===== src/ftbp_pkg.sv =====
// constants, register map and state codes of the fiber trunk break protection
package ftbp_pkg;

  // ==========================================================================
  // clock and timing
  localparam int CLK_PERIOD_NS = 10;
  localparam int DEBOUNCE_NS   = 10000;
  localparam int DEBOUNCE_CYC  = (DEBOUNCE_NS + CLK_PERIOD_NS - 1)
                                 / CLK_PERIOD_NS;
  localparam int DEB_W         = 10;
  localparam int BLINK_HALF_MS = 250;
  localparam int BLINK_HALF_CYC = BLINK_HALF_MS * 1000000 / CLK_PERIOD_NS;
  localparam int BLINK_W       = 25;

  // ==========================================================================
  // channels and fault pattern
  localparam int NUM_CH    = 2;
  localparam int PAT_LEN   = 8;
  localparam int PAT_IDX_W = 3;
  localparam int PAT_AGE_W = 4;
  localparam logic [PAT_LEN-1:0]   FAULT_PATTERN = 8'hF0;
  localparam logic [PAT_IDX_W-1:0] PAT_IDX_FIRST = 3'h7;
  localparam logic [PAT_AGE_W-1:0] PAT_AGE_IDLE  = 4'h8;
  localparam int MON_LIGHT = 0;
  localparam int MON_PAT   = 1;
  localparam logic [1:0] MON_FILT_RST = 2'h0;

  // ==========================================================================
  // register port
  localparam int ADDR_W = 4;
  localparam int DATA_W = 32;
  localparam logic [ADDR_W-1:0] REG_CONFIG = 4'h0;
  localparam logic [ADDR_W-1:0] REG_STATUS = 4'h4;

  localparam int CFG_PROT_EN   = 0;
  localparam int CFG_JITTER_EN = 1;
  localparam int CFG_ROLE_EXIT = 2;
  localparam int CFG_REDUNDANT = 3;
  localparam int CFG_RATE_16M  = 4;
  localparam int CFG_W         = 5;
  localparam logic [CFG_W-1:0] CFG_RST = 5'h13;

  localparam int STS_W = 11;

  // ==========================================================================
  // control states
  typedef enum logic [4:0] {
    ST_NORMAL       = 5'h01,
    ST_LOCAL_LOSS   = 5'h02,
    ST_REMOTE_FAULT = 5'h04,
    ST_PROT_OFF     = 5'h08,
    ST_CFG_ERR      = 5'h10
  } ftbp_state_e;

endpackage


===== src/ftbp_mon_if.sv =====
// per-channel link between the receive monitor and the trunk controller
`timescale 1ns/1ns
interface ftbp_mon_if;
  logic light_det;
  logic rx_data;
  logic light_lost;
  logic remote_fault;

  modport mon (
    input  light_det,
    input  rx_data,
    output light_lost,
    output remote_fault
  );

  modport ctl (
    output light_det,
    output rx_data,
    input  light_lost,
    input  remote_fault
  );
endinterface


===== src/ftbp_chan_mon.sv =====
// receive monitor of one fiber channel: light loss and fault pattern
`timescale 1ns/1ns
module ftbp_chan_mon
  import ftbp_pkg::*;
(
  input wire logic ref_clk,
  input wire logic sys_rst,
  ftbp_mon_if.mon  bus
);

  // ==========================================================================
  // fault pattern recogniser
  logic [PAT_LEN-1:0]   shift_ff;
  logic [PAT_LEN-1:0]   nxt_shift;
  logic [PAT_AGE_W-1:0] age_ff;
  logic [PAT_AGE_W-1:0] nxt_age;
  logic                 pat_present;
  logic [1:0]           raw_lvl;

  assign pat_present = (age_ff < PAT_AGE_IDLE);
  assign raw_lvl     = {pat_present, bus.light_det};

  // the pattern repeats every PAT_LEN bits, so a match ages out after that
  always_comb begin
    nxt_shift = {shift_ff[PAT_LEN-2:0], bus.rx_data};
    nxt_age   = age_ff;
    if (shift_ff == FAULT_PATTERN) begin
      nxt_age = '0;
    end else if (pat_present) begin
      nxt_age = age_ff + 4'h1;
    end
  end

  always_ff @(posedge ref_clk) begin
    if (sys_rst) begin
      shift_ff <= '0;
      age_ff   <= PAT_AGE_IDLE;
    end else begin
      shift_ff <= nxt_shift;
      age_ff   <= nxt_age;
    end
  end

  // ==========================================================================
  // debounce of light level and pattern presence
  localparam logic [DEB_W-1:0] DEB_LAST = DEB_W'(DEBOUNCE_CYC - 1);

  for (genvar i = 0; i < 2; i++) begin : deb
    logic             filt_ff;
    logic             nxt_filt;
    logic [DEB_W-1:0] cnt_ff;
    logic [DEB_W-1:0] nxt_cnt;

    always_comb begin
      nxt_filt = filt_ff;
      nxt_cnt  = '0;
      if (raw_lvl[i] != filt_ff) begin
        if (cnt_ff == DEB_LAST) begin
          nxt_filt = raw_lvl[i];
        end else begin
          nxt_cnt = cnt_ff + 10'h001;
        end
      end
    end

    always_ff @(posedge ref_clk) begin
      if (sys_rst) begin
        filt_ff <= MON_FILT_RST[i];
        cnt_ff  <= '0;
      end else begin
        filt_ff <= nxt_filt;
        cnt_ff  <= nxt_cnt;
      end
    end
  end

  // light level comes from the optical detector, not from ring data,
  // so loss is seen even with no stations inserted
  assign bus.light_lost   = ~deb[MON_LIGHT].filt_ff;
  assign bus.remote_fault = deb[MON_PAT].filt_ff;

endmodule


===== src/ftbp_top.sv =====
// fiber trunk break protection controller with ring data path
//
// Our own choices: the address-and-strobe port and the address map.
`timescale 1ns/1ns
module ftbp_top
  import ftbp_pkg::*;
#(
  parameter int unsigned BLINK_HALF = BLINK_HALF_CYC
) (
  input  wire logic              ref_clk,
  input  wire logic              sys_rst,
  input  wire logic [ADDR_W-1:0] reg_addr,
  input  wire logic [DATA_W-1:0] reg_wdata,
  input  wire logic              reg_wr,
  input  wire logic              reg_rd,
  output logic      [DATA_W-1:0] reg_rdata,
  input  wire logic [NUM_CH-1:0] fiber_light_det,
  input  wire logic [NUM_CH-1:0] fiber_rx_data,
  output logic      [NUM_CH-1:0] fiber_tx_data,
  input  wire logic              ring_tx_in,
  output logic                   ring_rx_out,
  output logic                   relay_energize,
  output logic                   loopback_active,
  output logic                   active_channel,
  output logic                   fault_indicator,
  output logic                   ring_entry_role,
  output logic                   ring_exit_role,
  output logic                   rate_16m_ind
);

  // ==========================================================================
  // channel monitors
  logic [NUM_CH-1:0] lost;
  logic [NUM_CH-1:0] rfault;

  for (genvar g = 0; g < NUM_CH; g++) begin : ch
    ftbp_mon_if mon_bus ();

    assign mon_bus.light_det = fiber_light_det[g];
    assign mon_bus.rx_data   = fiber_rx_data[g];
    assign lost[g]           = mon_bus.light_lost;
    assign rfault[g]         = mon_bus.remote_fault;

    ftbp_chan_mon u_mon (
      .ref_clk (ref_clk),
      .sys_rst (sys_rst),
      .bus     (mon_bus.mon)
    );
  end

  // ==========================================================================
  // register port
  logic [CFG_W-1:0]  cfg_ff;
  logic [CFG_W-1:0]  nxt_cfg;
  logic [DATA_W-1:0] rdata_ff;
  logic [DATA_W-1:0] nxt_rdata;
  logic [STS_W-1:0]  status;
  ftbp_state_e       state_ff;
  ftbp_state_e       nxt_state;
  logic              act_ch_ff;
  logic              nxt_act_ch;
  logic              loop_ff;
  logic              nxt_loop;

  logic prot_en;
  logic jitter_en;
  logic role_exit;
  logic redundant;
  logic cfg_bad;

  assign prot_en   = cfg_ff[CFG_PROT_EN];
  assign jitter_en = cfg_ff[CFG_JITTER_EN];
  assign role_exit = cfg_ff[CFG_ROLE_EXIT];
  assign redundant = cfg_ff[CFG_REDUNDANT];
  // a spare channel with protection off would never be taken into use
  assign cfg_bad   = redundant & ~prot_en;

  assign status = {loop_ff, act_ch_ff, rfault, lost, state_ff};

  always_comb begin
    nxt_cfg   = cfg_ff;
    nxt_rdata = '0;
    if (reg_wr && (reg_addr == REG_CONFIG)) begin
      nxt_cfg = reg_wdata[CFG_W-1:0];
    end
    if (reg_rd) begin
      unique case (reg_addr)
        REG_CONFIG: nxt_rdata = {{(DATA_W-CFG_W){1'b0}}, cfg_ff};
        REG_STATUS: nxt_rdata = {{(DATA_W-STS_W){1'b0}}, status};
        default:    nxt_rdata = '0;
      endcase
    end
  end

  always_ff @(posedge ref_clk) begin
    if (sys_rst) begin
      cfg_ff   <= CFG_RST;
      rdata_ff <= '0;
    end else begin
      cfg_ff   <= nxt_cfg;
      rdata_ff <= nxt_rdata;
    end
  end

  assign reg_rdata = rdata_ff;

  // ==========================================================================
  // indicator flash divider
  localparam logic [BLINK_W-1:0] BLINK_LAST = BLINK_W'(BLINK_HALF - 1);

  logic [BLINK_W-1:0] blink_cnt_ff;
  logic [BLINK_W-1:0] nxt_blink_cnt;
  logic               blink_ff;
  logic               nxt_blink;

  always_comb begin
    nxt_blink_cnt = blink_cnt_ff + 25'h0000001;
    nxt_blink     = blink_ff;
    if (blink_cnt_ff == BLINK_LAST) begin
      nxt_blink_cnt = '0;
      nxt_blink     = ~blink_ff;
    end
  end

  always_ff @(posedge ref_clk) begin
    if (sys_rst) begin
      blink_cnt_ff <= '0;
      blink_ff     <= 1'b0;
    end else begin
      blink_cnt_ff <= nxt_blink_cnt;
      blink_ff     <= nxt_blink;
    end
  end

  // ==========================================================================
  // protection state and indicators
  logic [NUM_CH-1:0] chan_bad;
  logic              sel_lost;
  logic              sel_rfault;
  logic              nxt_relay;
  logic              nxt_fault_led;
  logic              nxt_entry_led;
  logic              nxt_exit_led;
  logic              relay_ff;
  logic              fault_led_ff;
  logic              entry_led_ff;
  logic              exit_led_ff;

  assign chan_bad = lost | rfault;

  always_comb begin
    nxt_act_ch = redundant ? act_ch_ff : 1'b0;
    // the far end sees the fault pattern on the same channel and moves
    // over too, so both ends land on the spare without a ring loop
    if (redundant && chan_bad[act_ch_ff] && !chan_bad[~act_ch_ff]) begin
      nxt_act_ch = ~act_ch_ff;
    end
    sel_lost   = lost[nxt_act_ch];
    sel_rfault = rfault[nxt_act_ch];

    if (cfg_bad) begin
      nxt_state = ST_CFG_ERR;
    end else if (!prot_en) begin
      nxt_state = ST_PROT_OFF;
    end else if (sel_lost) begin
      nxt_state = ST_LOCAL_LOSS;
    end else if (sel_rfault) begin
      nxt_state = ST_REMOTE_FAULT;
    end else begin
      nxt_state = ST_NORMAL;
    end

    nxt_loop      = 1'b0;
    nxt_relay     = 1'b1;
    nxt_fault_led = 1'b0;
    nxt_entry_led = ~role_exit;
    nxt_exit_led  = role_exit;
    unique case (nxt_state)
      ST_NORMAL: begin
        nxt_fault_led = 1'b0;
      end
      ST_LOCAL_LOSS: begin
        nxt_loop      = 1'b1;
        nxt_fault_led = 1'b1;
      end
      ST_REMOTE_FAULT: begin
        nxt_loop      = 1'b1;
        nxt_fault_led = nxt_blink;
      end
      ST_PROT_OFF: begin
        nxt_fault_led = sel_lost;
      end
      ST_CFG_ERR: begin
        // relay dropped: the passive loop keeps the ring closed meanwhile
        nxt_relay     = 1'b0;
        nxt_fault_led = nxt_blink;
        nxt_entry_led = nxt_blink;
        nxt_exit_led  = nxt_blink;
      end
    endcase
  end

  // reset leaves the relay dropped, the same passive loop as power off
  always_ff @(posedge ref_clk) begin
    if (sys_rst) begin
      state_ff     <= ST_NORMAL;
      act_ch_ff    <= 1'b0;
      loop_ff      <= 1'b0;
      relay_ff     <= 1'b0;
      fault_led_ff <= 1'b0;
      entry_led_ff <= 1'b0;
      exit_led_ff  <= 1'b0;
    end else begin
      state_ff     <= nxt_state;
      act_ch_ff    <= nxt_act_ch;
      loop_ff      <= nxt_loop;
      relay_ff     <= nxt_relay;
      fault_led_ff <= nxt_fault_led;
      entry_led_ff <= nxt_entry_led;
      exit_led_ff  <= nxt_exit_led;
    end
  end

  assign relay_energize  = relay_ff;
  assign loopback_active = loop_ff;
  assign active_channel  = act_ch_ff;
  assign fault_indicator = fault_led_ff;
  assign ring_entry_role = entry_led_ff;
  assign ring_exit_role  = exit_led_ff;
  assign rate_16m_ind    = cfg_ff[CFG_RATE_16M];

  // ==========================================================================
  // repeater, fault pattern and loop data path
  logic [2:0]           hist_ff;
  logic [2:0]           nxt_hist;
  logic [PAT_IDX_W-1:0] pat_idx_ff;
  logic [PAT_IDX_W-1:0] nxt_pat_idx;
  logic [NUM_CH-1:0]    tx_ff;
  logic [NUM_CH-1:0]    nxt_tx;
  logic                 rx_out_ff;
  logic                 nxt_rx_out;
  logic                 regen;
  logic                 vote;
  logic [NUM_CH-1:0]    send_pat;

  // a pattern goes out on every channel that lost light, so the far end
  // loops or changes channel; never with protection off
  assign send_pat = (prot_en && !cfg_bad) ? lost : '0;

  // majority of three samples trades one cycle of delay for jitter
  assign vote = (hist_ff[0] & hist_ff[1]) | (hist_ff[1] & hist_ff[2]) |
                (hist_ff[0] & hist_ff[2]);

  always_comb begin
    nxt_hist    = {hist_ff[1:0], ring_tx_in};
    // the same retiming stage serves the main path when exiting the ring
    // and the backup path when entering it
    regen       = jitter_en ? vote : hist_ff[0];
    nxt_pat_idx = pat_idx_ff - 3'h1;
    for (int c = 0; c < NUM_CH; c++) begin
      nxt_tx[c] = send_pat[c] ? FAULT_PATTERN[pat_idx_ff] : regen;
    end
    // both directions run at once over the fiber pair
    if (loop_ff) begin
      nxt_rx_out = regen;
    end else begin
      nxt_rx_out = fiber_rx_data[act_ch_ff];
    end
  end

  always_ff @(posedge ref_clk) begin
    if (sys_rst) begin
      hist_ff    <= '0;
      pat_idx_ff <= PAT_IDX_FIRST;
      tx_ff      <= '0;
      rx_out_ff  <= 1'b0;
    end else begin
      hist_ff    <= nxt_hist;
      pat_idx_ff <= nxt_pat_idx;
      tx_ff      <= nxt_tx;
      rx_out_ff  <= nxt_rx_out;
    end
  end

  assign fiber_tx_data = tx_ff;
  assign ring_rx_out   = rx_out_ff;

endmodule


===== config.mk =====
export PLATFORM = sky130hd
export DESIGN_NAME = ftbp_top
export DESIGN_NICKNAME = d
export VERILOG_FILES = /design/src/ftbp_pkg.sv /design/src/ftbp_mon_if.sv /design/src/ftbp_chan_mon.sv /design/src/ftbp_top.sv
export SDC_FILE = /design/constraint.sdc
export NUM_CORES = 1
export LEC_CHECK = 0
export BUFFER_PORTS_ARGS = -buffer_cell sky130_fd_sc_hd__buf_2
export CORE_MARGIN = 1
export CORE_UTILIZATION = 50
export DETAILED_ROUTE_END_ITERATION = 10
export GPL_ROUTABILITY_DRIVEN = 0
export HOLD_SLACK_MARGIN = 0.1
export MAX_ROUTING_LAYER = met4
export PLACE_DENSITY = 0.75
export SYNTH_ARGS = -nofsm -noshare
export SYNTH_HDL_FRONTEND = slang
export SYNTH_SLANG_ARGS = --single-unit

===== constraint.sdc =====
create_clock -name ref_clk -period 2.2 [get_ports ref_clk]
set_clock_uncertainty 0.1 [all_clocks]
set_input_delay 0.22 -clock ref_clk [delete_from_list [all_inputs] [get_ports ref_clk]]
set_output_delay 0.22 -clock ref_clk [all_outputs]
set_load 0.1 [all_outputs]

# Word-level counts from Yosys, hierarchy flattened
# Memories as Yosys holds them, arrays and structs flattened. A register that Yosys moved wholly into a read port is not among the register bits.
# Index checks and enable logic that the tools add are counted.
# totals
mem_count	1
ff_bits	151
rom_bits	8
input_bits	45
word_cells	136
output_inout_bits	42
# op_classes
add_sub_neg	8
order_cmp	6
eq_ne	17
n_reduce_logical	23
mux	34
bitwise	18
# memory_table
memory	words	word_bits	read_ports	rd_ports_with_merged_regs	write_ports	line	text
(name not given)	8	1	1	1	0	ftbp_top.sv:261	nxt_tx[c] = send_pat[c] ? FAULT_PATTERN[pat_idx_ff] : regen;
# ops
cell	n
$add 10x1->10 const B	4
$eq 10x10->1 const B	4
$add 25x1->25 const B	1
$eq 25x25->1 const B	1
$mux 1	22
$pmux 11 s2	1
$mux 4	5
$eq 8x8->1 const B	2
$reduce_or 2->1	6
$reduce_or 3->1	4
$not 1->1	11
$mux 3	3
$add 4x1->4 const B	2
$lt 4x4->1 const B	2
$reduce_and 2->1	4
$lt 1x2->1 const B	3
$eq 5x1->1 const B	1
$eq 5x2->1 const B	1
$eq 5x3->1 const B	1
$eq 5x4->1 const B	1
$eq 5x5->1 const B	1
$mux 5	1
$and 1x1->1	4
$eq 4x3->1 const B	1
other kinds (11)	20

# Logic depth before layout (Yosys ltp)
# depth
depth_word	16
mapped_depth	6

# Cells and area by module
# From an unflattened synthesis, not the netlist that was laid out.
# hier_totals
hier_cells	583
area_unflattened_um2	5441.5
# by_module_without_submodules
mod	cells_per_inst	area_each_um2	instances	seq_area_each_um2
ftbp_chan_mon	147	1376.3	2	680.7
ftbp_top	289	2688.8	1	1241.2

# Worst setup path before layout
# OpenSTA, ideal clock, no wires.
# synth_timing
path_type	register to register
startpoint	reg act_ch_ff, in the netlist active_channel
endpoint	reg state_ff[0]
t_required_ns	2.042
setup_ns	0.058
path_slack_ns	-0.084
period_less_slack_ns	2.284
path_stages_with_launch	6
arrival_ns	2.126
cell_sequence	dfxtp_1 > clkbuf_1 > nand2b_1 > a21oi_1 > a2111oi_0 > a21o_1
# synth_between
elab_chain_len	11
word_cells_on_any_way	18
# synth_lines
element	line	text
from (decl)	ftbp_top.sv:60	logic act_ch_ff;
from (signal assigned)	ftbp_top.sv:215	act_ch_ff <= nxt_act_ch;
$mux 1 (not written as such) (2 in series)	ftbp_top.sv:155	if (redundant && chan_bad[act_ch_ff] && !chan_bad[~act_ch_ff]) begin
$logic_and 1x1->1 / $logic_not 1->1 (equally long branches)	ftbp_top.sv:155	
$logic_and 1x1->1	ftbp_top.sv:155	
$mux 1 *	ftbp_top.sv:155	
$mux 1 (not written as such) (2 in series)	ftbp_top.sv:159	sel_rfault = rfault[nxt_act_ch];
$mux 3	ftbp_top.sv:167	end else if (sel_rfault) begin
$mux 3 *	ftbp_top.sv:165	end else if (sel_lost) begin
$mux 4 *	ftbp_top.sv:163	end else if (!prot_en) begin
$mux 5 *	ftbp_top.sv:161	if (cfg_bad) begin
to (signal assigned)	ftbp_top.sv:214	state_ff <= nxt_state;
to (decl)	ftbp_top.sv:58	ftbp_state_e state_ff;
# Every way passes the cells marked *; elsewhere a longest branch is shown, timed or not. The select of a mux whose other input is x is not followed.
# A chain may end at the register's enable or synchronous reset.

# Worst setup path in the final report
# layout_timing
startpoint	reg ch[0].u_mon.deb[0].cnt_ff[0]
endpoint	reg ch[0].u_mon.deb[0].filt_ff
# layout_between
elab_chain_len	2
# layout_lines
element	line	text
from (decl)	ftbp_chan_mon.sv:51	logic [DEB_W-1:0] cnt_ff;
from (signal assigned)	ftbp_chan_mon.sv:72	cnt_ff <= nxt_cnt;
$eq 10x10->1	ftbp_chan_mon.sv:58	if (cnt_ff == DEB_LAST) begin
$reduce_and 2->1 (no source line)	n/a	
to (signal assigned)	ftbp_chan_mon.sv:68	filt_ff <= MON_FILT_RST[i];
to (signal assigned)	ftbp_chan_mon.sv:71	filt_ff <= nxt_filt;
to (decl)	ftbp_chan_mon.sv:49	logic filt_ff;
# Every way passes these cells.

==> summary.md <==
| Metric | Value |
|---|---|
| Initial antenna violation count | `0` |
| Max Root-Sink Buffers | `2` |
| Final WL | `10.3 mm` |
| Setup crit end kind | `flop` |
| Seq/Total Area, Yosys | `49.0%` |
| Worst-path clk slew | `0.06 ns` |
| Clk sinks | `130` |
| Vias per inst | `5.12` |
| Grt total ovfl | `0` |
| Max Fclk | `475 MHz` |
| Final non-filler cell total | `801` |
| Post-Place Cells | `743` |
| Max Transition Viols Final | `0` |
| Top-count cell post-synth | `dfxtp_1` |
| Yosys cell types | `47` |
| DP Area | `5590 sq um` |
| Pwr dens | `910 nW/um^2` |
| H-tree depth | `4` |
| Mapped Area | `5310 sq um` |
| Crit-path cells | `ha_2 -> nand2_1 -> or4_4 -> mux2i_1 -> nor2_1 -> dlygate4sd3_1` |
| Layout area overhead | `23.1%` |
| Largest net degree at the start of global routing | `33` |
| Min cycle time layout | `2.10 ns` |
| Post-synthesis compound-gate area fraction | `6.60%` |
| Yosys top cell area share | `49.0%` |
| Final nets | `705` |
| Number of flops mapped to enable cells by yosys | `0` |
| PortBufs | `38` |
| Final hold vios | `0` |
| Cell area after layout | `6530 sq um` |
| Global-route wire length before repair | `17.2 mm` |
| Synth Area in Adders | `2.07%` |
| Asr flop ratio synth | `0%` |
| Row count | `37` |
| Synth Area in XOR/XNOR | `8.42%` |
| CTS tree | `yes` |
| Gr busiest metal | `met2` |
| Die area | `11000 sq um` |
| Combinational family with the most area after synthesis | `simple AND/OR/NAND/NOR gates` |
| Area leader, netlist | `dfxtp_1` |
| Status | `finished clean` |
| CP arrival | `2.41 ns` |
| Simple-gate share of the synthesized area | `25.3%` |
| Crit path kind | `flop to flop` |
| Clock Latency Late Sink | `0.52 ns` |
| Most frequent cells after synthesis | `130 x dfxtp_1, 93 x nor2_1, 34 x xnor2_1` |
| Layout cells sized above 1 | `14.7%` |
| Ant. Diodes | `0` |
| Met1 usage | `22.1%` |
| Met3 Use GR | `5.61%` |
| Max-cap violations | `0` |
| Class of the worst hold path | `input port to flop` |
| Crit-path slowest cell | `dlygate4sd3_1` |
| Initial drt markers | `174` |
| DRT Pass-1 Iters | `4` |
| Unrepaired setup endpoints after global routing | `no` |
| Crit path launch type | `flop` |
| GRT Total Usage | `20.3%` |
| Dominant cells by area after synthesis | `dfxtp_1 49%, nor2_1 6.6%, xnor2_1 5.6%` |
| Setup TNS after final layout | `0 ns` |
| Worst Tran Pin Value | `0.591 ns` |
| Cells after Synth | `580` |
| Ys Warns | `0` |
| Initial Util | `51.4%` |
| P_leak | `2.53 nW` |
| Period utilisation layout | `95.7%` |
| Vias in the first global route | `3915` |
| GR Util met2 | `35.1%` |
| Setup violators final | `0` |
| Yosys reg bits | `130` |
| Routed Antenna Nets | `0` |
| Worst slew margin | `59.6%` |
| Num ports | `87` |
| CP Max Fanout | `3` |
| CORE AREA | `10300 sq um` |
| Clk root buf | `clkbuf_8` |
| CP max stage delay | `0.57 ns` |
| Remaining DRCs | `0` |
| Die height | `105 microns` |
| CTS buffer count | `17` |
| Mux contribution to synthesized area | `2.64%` |
| Via Count | `4105` |
| Worst Path Required | `2.50 ns` |
| Worst r2r path cells | `6` |
| Per-cell routed wire length | `12.9 microns` |
| Ys flop type | `dfxtp_1` |
| Hold Path Stages | `5` |
| Die width | `105 microns` |
| DP Wirelength | `6.68 mm` |
| Final Util | `63.3%` |
| Avg Cell Area, Syn | `9.15 sq um` |
| Max VDD drop | `0.551 mV` |
==> logic make-up (layout without fill, tap and decap cells) <==
| group | count (synthesis) | in the layout |
|---|---|---|
| other | 1 | 21 |
| AO/OA/AOI/OAI | 55 | 55 |
| multiplexers | 14 | 14 |
| adder cells (fa/ha/maj) | 9 | 9 |
| AND/OR/NAND/NOR | 261 | 261 |
| XOR/XNOR | 51 | 51 |
| buffers and inverters | 59 | 124 |
| flip-flops | 130 | 130 |
==> routing by layer <==
layer	routed length, microns	vias up
li1	-	2069
met1	4610	1952
met2	5280	71
met3	315	13
met4	107	0
met5	0	-
==> worst paths after layout <==
path | end | slack, ns | startpoint
max | ch[0].u_mon.deb[0].filt_ff | 0.1 | ch[0].u_mon.deb[0].cnt_ff[0]
max reg2reg | ch[0].u_mon.deb[0].filt_ff | 0.1 | ch[0].u_mon.deb[0].cnt_ff[0]
min reg2reg | pat_idx_ff[0] | 0.30 | pat_idx_ff[0]
min | cfg_ff[4] | 0.15 | reg_addr[0]
==> state kept, by name, indices dropped and copies added (netlist names) <==
register and count:
ring_rx_out 1, ring_entry_role 1, fault_indicator 1, hist_ff 3, cfg_ff 5, fiber_tx_data 2
pat_idx_ff 3, ch.u_mon.age_ff 8, active_channel 1, ch.u_mon.shift_ff 16, ring_exit_role 1, reg_rdata 11
relay_energize 1, blink_cnt_ff 25, ch.u_mon.deb.filt_ff 2, ch.u_mon.deb.cnt_ff 40, ch.u_mon.bus.remote_fault 2, loopback_active 1
state_ff 5, blink_ff 1
==> metrics by stage <==
step                      worst slack [ns]  total power [W]  hold WS [ns]
after floorplan                      0.152          0.00280         0.248
after CTS                           0.0227          0.00598         0.141
after global routing               0.00546          0.00613         0.160
after detailed placement            0.0967          0.00283         0.284
final                               0.0954          0.00594         0.152
after global placement               0.135          0.00282         0.278
==> critical path: cells and delay by family, from the launching register on <==
family | cells | cell delay, ns
AND/OR/NAND/NOR | 3 | 0.64
buffers and inverters | 1 | 0.57
flip-flops | 1 | 0.34
adder cells (fa/ha/maj) | 1 | 0.19
multiplexers | 1 | 0.16
==> final cells by class <==
| cell class | count | area [sq um] |
|---|---|---|
| inverters | 17 | 63.8 |
| well taps | 136 | 170 |
| clock inverters | 13 | 231 |
| multi-input cells | 411 | 2480 |
| clock buffers | 19 | 442 |
| flip-flops and latches | 130 | 2610 |
| repair buffers | 75 | 536 |
| fillers | 820 | 3790 |
==> repair_timing <==
action,CTS,global route
setup buffers,0,4
hold endpoints to repair,34,3
endpoints found under the setup margin,0,5
hold buffers,21,1
gates resized for setup,0,5
==> cell usage in the layout, fill, tap and decap left out, drive strengths merged, types with 10 or more instances in the layout <==
cell type	count
buf	53
clkbuf	19
nand2b	10
dfxtp	130
nor3	17
xnor2	34
nor2b	24
xor2	17
nor2	93
or4	15
nand3	18
mux2i	14
nand4	11
a21oi	22
dlygate4sd3	22
inv	17
conb	21
nand2	31
==> where the power goes <==
| group | switching [W] | total (W) | internal (W) |
|---|---|---|---|
| Sequential | 0.0000174 | 0.00241 | 0.00239 |
| Combinational | 0.000310 | 0.000397 | 0.0000871 |
| Clock | 0.00101 | 0.00313 | 0.00213 |
Note: power is estimated with default switching activity, not from simulation.
